==> src/bdm_pkg.sv <==
// constants shared by the banked data memory block
package bdm_pkg;
   // address map
   localparam logic [7:0] ADDR_INDIRECT     = 8'h00;
   localparam logic [7:0] ADDR_IRQ_CTRL_B0  = 8'h0b;
   localparam logic [7:0] ADDR_IRQ_CTRL_B1  = 8'h8b;
   localparam logic [7:0] ADDR_RESET_CAUSE  = 8'h8e;
   localparam logic [6:0] SFR_SPAN          = 7'h20;
   localparam logic [6:0] GPR_B0_FIRST      = 7'h20;
   localparam logic [6:0] GPR_B0_LAST_SMALL = 7'h6f;
   localparam logic [6:0] GPR_B0_LAST       = 7'h7f;
   localparam logic [6:0] GPR_B1_FIRST      = 7'h20;
   localparam logic [6:0] GPR_B1_LAST       = 7'h3f;
   localparam logic [6:0] COMMON_FIRST      = 7'h70;
   localparam logic [6:0] COMMON_LAST       = 7'h7f;
   // index of the bank 1 block inside the ram array
   localparam logic [6:0] GPR_B1_BASE       = 7'h60;
   // core status field position
   localparam int         BANK_SEL_POS      = 5;
   // interrupt control field positions
   localparam int         IC_GLOBAL_EN      = 7;
   localparam int         IC_PERIPH_EN      = 6;
   localparam int         IC_TIMER_EN       = 5;
   localparam int         IC_PIN_EN         = 4;
   localparam int         IC_PORT_EN        = 3;
   localparam int         IC_TIMER_FLAG     = 2;
   localparam int         IC_PIN_FLAG       = 1;
   localparam int         IC_PORT_FLAG      = 0;
   // reset cause field positions
   localparam int         RC_POWER_ON       = 1;
   localparam int         RC_BROWN_OUT      = 0;
   localparam logic [7:0] RC_IMPL_MASK      = 8'h03;
   // reset values
   localparam logic [7:0] IRQ_CTRL_RESET    = 8'h00;
   localparam logic [7:0] RESET_CAUSE_FIRST = 8'h00;
   // variants: ram bytes per variant
   localparam int         VAR_80            = 0;
   localparam int         VAR_96            = 1;
   localparam int         VAR_128           = 2;
   localparam int         RAM_WORDS         = 128;
   localparam int         RAM_AW            = 7;
   // kind of reset reported while rst is high
   localparam logic [1:0] RST_OTHER         = 2'h0;
   localparam logic [1:0] RST_POWER_ON      = 2'h1;
   localparam logic [1:0] RST_BROWN_OUT     = 2'h2;
   localparam logic [1:0] RST_WATCHDOG      = 2'h3;
endpackage : bdm_pkg

==> src/bdm_ram_if.sv <==
// port bundle between the decoder and the general purpose ram
`timescale 1ns/1ps
interface bdm_ram_if;
   import bdm_pkg::*;
   logic [RAM_AW-1:0] addr;
   logic              we;
   logic [7:0]        wdata;
   logic [7:0]        rdata;
   modport ctrl (output addr, output we, output wdata, input rdata);
   modport mem  (input addr, input we, input wdata, output rdata);
endinterface : bdm_ram_if

==> src/bdm_data_mem.sv <==
// banked data memory decoder with interrupt control and reset cause
`timescale 1ns/1ps
// Overview of operation
// - bank select bit steers bank 0 or 1
// - low 32 addresses of each bank are special
// - ram at 20h-7Fh (20h-6Fh in the 80 byte variant), big variant adds A0h-BFh
// - F0h-FFh share the bytes of 70h-7Fh in the 96 and 128 byte variants
// - ram is 80, 96 or 128 bytes
// - every location direct or through pointer
// - interrupt control is plain read write
// - interrupt control seen at 0Bh and 8Bh
// - flags set regardless of any enable
// - bit 7 gates every interrupt
// - reset cause flags tell resets apart
// - reset cause at 8Eh, bits 7-2 zero
// - power-on clears its flag, software sets
// - brown-out clears its flag, software sets
// - brown-out flag cleared to 0 after power-on
// - brown-out flag meaningless when detector off
module bdm_data_mem
   import bdm_pkg::*;
#(
   parameter int VARIANT = VAR_128
) (
   // clock and reset
   input  wire logic       core_clk,
   input  wire logic       rst,
   input  wire logic [1:0] reset_kind,
   // core data access
   input  wire logic       acc_req,
   input  wire logic       acc_we,
   input  wire logic [6:0] acc_addr,
   input  wire logic [7:0] acc_wdata,
   output      logic [7:0] acc_rdata,
   output      logic       acc_rvalid,
   // core state used for addressing
   input  wire logic [7:0] core_status,
   input  wire logic [7:0] indirect_pointer_reg,
   // other special registers outside this block
   output      logic       sfr_sel,
   output      logic [7:0] sfr_addr,
   input  wire logic [7:0] sfr_rdata,
   // interrupt events and request
   input  wire logic       timer_overflow_evt,
   input  wire logic       ext_pin_evt,
   input  wire logic       port_change_evt,
   input  wire logic       periph_irq_pending,
   output      logic       irq_request,
   // configuration word
   input  wire logic       brownout_detect_enable,
   // register views
   output      logic [7:0] interrupt_control_reg,
   output      logic [7:0] reset_cause_reg,
   output      logic       brownout_flag_valid
);
   bdm_ram_if ram_bus ();

   logic [7:0]        full_addr;
   logic              bank_select_bit;
   logic [6:0]        offset;
   logic              is_indirect;
   logic              hit_irq_ctrl;
   logic              hit_reset_cause;
   logic              hit_ram;
   logic              hit_sfr;
   logic [RAM_AW-1:0] ram_index;
   logic [7:0]        read_mux;
   logic [7:0]        next_irq_ctrl;
   logic [7:0]        next_reset_cause;
   logic [7:0]        next_rdata;
   logic              next_rvalid;
   logic              wr_strobe;

   // ram placement for a bank and offset; misses leave hit low
   function automatic logic [RAM_AW:0] ram_map(input logic bank,
                                               input logic [6:0] off);
      logic [RAM_AW:0] res;
      res = '0;
      if (!bank) begin
         if (off >= GPR_B0_FIRST && off <= GPR_B0_LAST &&
             (VARIANT != VAR_80 || off <= GPR_B0_LAST_SMALL)) begin
            res = {1'b1, off - GPR_B0_FIRST};
         end
      end else begin
         if (VARIANT != VAR_80 && off >= COMMON_FIRST &&
             off <= COMMON_LAST) begin
            res = {1'b1, off - GPR_B0_FIRST};
         end else if (VARIANT == VAR_128 && off >= GPR_B1_FIRST &&
                      off <= GPR_B1_LAST) begin
            res = {1'b1, off - GPR_B1_FIRST + GPR_B1_BASE};
         end
      end
      return res;
   endfunction : ram_map

   always_comb begin
      is_indirect     = (acc_addr == ADDR_INDIRECT[6:0]);
      bank_select_bit = core_status[BANK_SEL_POS];
      if (is_indirect) begin
         full_addr = indirect_pointer_reg;
      end else begin
         full_addr = {bank_select_bit, acc_addr};
      end
      offset = full_addr[6:0];
   end

   // address decode of the selected location
   always_comb begin
      logic [RAM_AW:0] map;
      map = ram_map(full_addr[7], offset);
      hit_irq_ctrl    = (full_addr == ADDR_IRQ_CTRL_B0) ||
                        (full_addr == ADDR_IRQ_CTRL_B1);
      hit_reset_cause = (full_addr == ADDR_RESET_CAUSE);
      hit_ram         = map[RAM_AW];
      ram_index       = map[RAM_AW-1:0];
      // low 32 of a bank are special
      hit_sfr         = (offset < SFR_SPAN) && !hit_irq_ctrl &&
                        !hit_reset_cause &&
                        (full_addr != ADDR_INDIRECT);
      wr_strobe       = acc_req & acc_we;
   end

   // ram array sized for the largest variant
   bdm_gpr_ram #(
      .WORDS    (RAM_WORDS)
   ) u_ram (
      .core_clk (core_clk),
      .rst      (rst),
      .port     (ram_bus.mem)
   );

   // ram access drive
   assign ram_bus.addr  = ram_index;
   assign ram_bus.we    = wr_strobe & hit_ram;
   assign ram_bus.wdata = acc_wdata;

   // other special registers are passed to the core side
   assign sfr_sel  = acc_req & hit_sfr;
   assign sfr_addr = full_addr;

   // interrupt control next value
   always_comb begin
      next_irq_ctrl = interrupt_control_reg;
      if (rst) begin
         next_irq_ctrl = IRQ_CTRL_RESET;
      end else begin
         if (wr_strobe && hit_irq_ctrl) begin
            next_irq_ctrl = acc_wdata;
         end
         if (timer_overflow_evt) begin
            next_irq_ctrl[IC_TIMER_FLAG] = 1'b1;
         end
         if (ext_pin_evt) begin
            next_irq_ctrl[IC_PIN_FLAG] = 1'b1;
         end
         if (port_change_evt) begin
            next_irq_ctrl[IC_PORT_FLAG] = 1'b1;
         end
      end
   end

   // interrupt control register
   always_ff @(posedge core_clk) begin
      interrupt_control_reg <= next_irq_ctrl;
   end

   assign irq_request = interrupt_control_reg[IC_GLOBAL_EN] & (
      (interrupt_control_reg[IC_TIMER_EN] &
       interrupt_control_reg[IC_TIMER_FLAG]) |
      (interrupt_control_reg[IC_PIN_EN] &
       interrupt_control_reg[IC_PIN_FLAG]) |
      (interrupt_control_reg[IC_PORT_EN] &
       interrupt_control_reg[IC_PORT_FLAG]) |
      (interrupt_control_reg[IC_PERIPH_EN] & periph_irq_pending));

   // reset cause next value
   always_comb begin
      next_reset_cause = reset_cause_reg & RC_IMPL_MASK;
      if (rst) begin
         unique case (reset_kind)
            // brown-out flag given a fixed value
            RST_POWER_ON: next_reset_cause = RESET_CAUSE_FIRST;
            RST_BROWN_OUT: next_reset_cause[RC_BROWN_OUT] = 1'b0;
            // pin and watchdog keep both flags
            RST_OTHER,
            RST_WATCHDOG: next_reset_cause = reset_cause_reg & RC_IMPL_MASK;
         endcase
      end else if (wr_strobe && hit_reset_cause) begin
         next_reset_cause = acc_wdata & RC_IMPL_MASK;
      end
   end

   // reset cause register, survives pin and watchdog resets
   always_ff @(posedge core_clk) begin
      reset_cause_reg <= next_reset_cause;
   end

   // flag only meaningful with detector on
   assign brownout_flag_valid = brownout_detect_enable;

   // read data select
   always_comb begin
      read_mux = 8'h00;
      if (hit_irq_ctrl) begin
         read_mux = interrupt_control_reg;
      end else if (hit_reset_cause) begin
         read_mux = reset_cause_reg & RC_IMPL_MASK;
      end else if (hit_ram) begin
         read_mux = ram_bus.rdata;
      end else if (hit_sfr) begin
         read_mux = sfr_rdata;
      end
   end

   // registered read answer, one cycle after the request
   always_comb begin
      next_rvalid = acc_req & ~acc_we & ~rst;
      next_rdata  = acc_rdata;
      if (rst) begin
         next_rdata = 8'h00;
      end else if (next_rvalid) begin
         next_rdata = read_mux;
      end
   end

   // read answer registers
   always_ff @(posedge core_clk) begin
      acc_rdata  <= next_rdata;
      acc_rvalid <= next_rvalid;
   end
endmodule : bdm_data_mem

==> src/bdm_gpr_ram.sv <==
// general purpose register file, byte wide static ram
`timescale 1ns/1ps
module bdm_gpr_ram
   import bdm_pkg::*;
#(
   parameter int WORDS = RAM_WORDS
) (
   // clock and reset
   input wire logic   core_clk,
   input wire logic   rst,
   // decoder side
   bdm_ram_if.mem     port
);
   logic [7:0] mem_array [WORDS];
   logic [7:0] next_word;
   logic       next_we;

   // write data for the addressed byte
   always_comb begin
      next_word = port.wdata;
      next_we   = port.we & ~rst;
   end

   // storage; contents are not cleared by reset
   always_ff @(posedge core_clk) begin
      if (next_we) begin
         mem_array[port.addr] <= next_word;
      end
   end

   // read is combinational; the decoder registers it
   assign port.rdata = mem_array[port.addr];
endmodule : bdm_gpr_ram

==> config.mk <==
export PLATFORM = sky130hd
export DESIGN_NAME = bdm_data_mem
export DESIGN_NICKNAME = d
export VERILOG_FILES = /design/src/bdm_pkg.sv /design/src/bdm_ram_if.sv /design/src/bdm_data_mem.sv /design/src/bdm_gpr_ram.sv
export SDC_FILE = /design/constraint.sdc
export NUM_CORES = 1
export LEC_CHECK = 0
export ABC_AREA = 0
export BUFFER_PORTS_ARGS = -buffer_cell sky130_fd_sc_hd__buf_2
export CORE_MARGIN = 1
export CORE_UTILIZATION = 50
export DETAILED_ROUTE_END_ITERATION = 6
export PLACE_DENSITY = 0.69
export SLEW_MARGIN = 20
export SYNTH_ARGS = -nofsm -noshare
export SYNTH_HDL_FRONTEND = slang
export SYNTH_SLANG_ARGS = --single-unit
==> constraint.sdc <==
create_clock -name core_clk -period 5.1 [get_ports core_clk]
set_input_delay 1.02 -clock core_clk [delete_from_list [all_inputs] [get_ports core_clk]]
set_output_delay 1.02 -clock core_clk [all_outputs]
set_load 0.01 [all_outputs]
==> results.cfg <==
[worst_setup_path]
reg2reg_to = acc_rdata[1]
path_max_fanout = 10
cp.required_ns = 4.08
critPathArrivalTime_ns = 3.81
cp-end-kind = output port
crit_type = input port to output port
worstReg2RegStart = u_ram.mem_array[31][1]
cp-startpoint = acc_addr[2]
r2r_cells = 9
regToRegSetupSlack_ns = 2.21
start_kind = input port

[final_layout]
drive_gt1_frac = 0.222
largest_register_ffs = 1024
layout.nets = 3526
fin_cells = 4633
antenna_cells = 0
fillCellCount = 6186
post-route-util = 0.613
layout-area-overhead-vs-synth_pct = 20.8
finalInstanceArea_um2 = 50600

[yosys]
syn-mean-instance-area_um2 = 14.0
netlist_area_um2 = 41900
ys_ff_latch = 1043
ys_seq_area_frac = 0.744
ys.flop_type = edfxtp_1
synth-compound-area-share = 0.0902
muxShareOfSynthArea = 0.0365
async_flop_share = 0
yosys_warnings = 0
synthAdderAreaFrac = 0.000598
synth_cell_types = 86
synth_xor_area_frac = 0
synth_top_family_by_area = simple AND/OR/NAND/NOR gates
synth-simple-area-share = 0.107
syn_inst = 2983
synth_edf_count = 1026

[grt]
grt_pass1_vias = 28054
grt_pass1_wl_mm = 203
grt.overflow.total = 0
antenna_found_initial = 2
grtUsageTotal = 0.336
grt_max_degree = 93

[pwr]
power_per_cell_area_nw_per_um2 = 372
power_mw = 18.8
p_leak_nw = 17.7
vdd_ir_drop_max_v = 0.000275

[min_path]
min-delay-start = interrupt_control_reg[6]
hold_path.class = flip-flop to flip-flop
min_path_cells = 2
hold_end = interrupt_control_reg[6]

[route]
maxUsedRoutingLayer = met5
drc = 0
routed-wl-met2_mm = 64.4
drt_iter0_markers = 4283
finalWirelength_mm = 143
postRouteAntennaNets = 0
routed-wl-met3_mm = 16.4
wl_per_cell_um = 30.9
dr.pass1.iters = 6
vias = 29497
wl_met1_mm = 56.4
routed_via_density = 6.37

[die]
die_h_um = 291
coreArea_um2 = 82500
ios = 86
die_x_um = 291
dieArea_um2 = 84900
num_rows = 105
initial_utilization = 0.507

[clock_tree]
postCtsSetupBuffers = 0
cts_made_buffers = 105
cts_hold_buf = 0
clock-sinks = 1043
worstSkewPairLatency_ns = 0.69
cts.htree.levels = 3
cts_resized = 0
cts_tree = built
cts_root_buf = clkbuf_16
clockBufferDepth = 3
cts.reportedPaths.clkPinSlew_ns = 0.06

[timing]
fin_crit_ns = 4.83
worst_pin_slew_ns = 1.26
clock_skew_ns = 0.0208
setup_viol = 0
relSlewSlack = 0.156
fin_crit_sh = 0.948
slew_viol_final = 0
rsz0062_at_grt = no
final-hold-violation-count = 0
timing.final.ws_setup_ns = 0.266
fin_hold_ws_ns = 0.520
fin_tns_setup_ns = 0
fmax_ghz = 0.207

[placed_design]
dp.cells = 4437
dp_hpwl_mm = 95.6
postPlaceCellArea_um2 = 47100
io_buffers = 70
routabilityCongestion = 1.01
dp_slack_ns = -0.158

[status]
outcome = finished clean

[job]
maxCapViolCount = 0
critical path: stages:
cell	delay [ns]
buf_2	0.12
buf_4	0.19
nor4_4	0.42
a31oi_2	0.16
inv_1	0.22
buf_4	0.24
nor3_1	0.08
buf_4	0.17
a2111oi_0	0.68
buf_4	0.26
and2_1	0.13
buf_2	0.12
cells in the final DEF (no fill, tap or decap), types with 14 or more instances in the layout:
master	instances
nor2_1	202
clkbuf_16	108
edfxtp_1	1026
clkbuf_1	22
clkinv_2	16
a221oi_1	25
o22ai_1	67
buf_4	476
a31oi_1	87
a222oi_1	22
clkinv_1	25
dfxtp_1	17
nand3_1	158
a22oi_1	21
mux2_2	17
mux2i_1	129
buf_2	62
nor3_1	30
buf_12	37
inv_1	14
nand2_1	581
a32oi_1	33
o21ai_0	51
a21oi_1	80
synthesized netlist by cell type, types with 33 or more instances:
library cell | count | share of area
edfxtp_1 | 1026 | 0.74
nand2_1 | 582 | 0.052
nor2_1 | 205 | 0.018
nand3_1 | 159 | 0.019
mux2i_1 | 129 | 0.031
clkbuf_1 | 120 | 0.011
a31oi_1 | 87 | 0.013
a21oi_1 | 82 | 0.0098
o22ai_1 | 67 | 0.010
o21ai_0 | 51 | 0.0061
a32oi_1 | 34 | 0.0071
nor3_1 | 33 | 0.0039
per-layer routing:
layer,up-vias,track usage
li1,12427,-
met1,14712,0.482
met2,2022,0.509
met3,334,0.0634
met4,2,0.131
met5,-,0
area by class of cell:
type | instances | area, um2 | share of cell area
sequential | 1043 | 31100 | 0.616
multi-input combinational | 1732 | 9940 | 0.197
timing repair buffer | 575 | 4620 | 0.0914
clock buffer | 130 | 2790 | 0.0551
tap | 1070 | 1340 | 0.0265
clock inverter | 66 | 658 | 0.0130
inverter | 17 | 71.3 | 0.00141
report_power, final:
part           switching [mW]  internal (mW)
clock network            3.28           4.44
logic                    1.12          0.538
registers              0.0246           9.43
kinds of logic after synthesis:
group | Yosys count
simple gates | 1045
buf+inv | 213
flops | 1043
mux | 148
fa+ha+maj | 2
compound gates | 531
other cells | 1
worst max-delay path by stage:
| stage | to | slack [ns] | depth (start not counted) |
|---|---|---|---|
| after global placement | acc_rdata[1] | -0.20 | 20 |
| after detailed placement | acc_rdata[5] | -0.16 | 21 |
| after global routing | sfr_sel | 0.11 | 11 |
| after CTS | sfr_sel | 0.06 | 11 |
| after floorplan | u_ram.mem_array[62][0] | 0.01 | 15 |
| final | sfr_sel | 0.27 | 12 |
(Power assumes the default switching activity.)
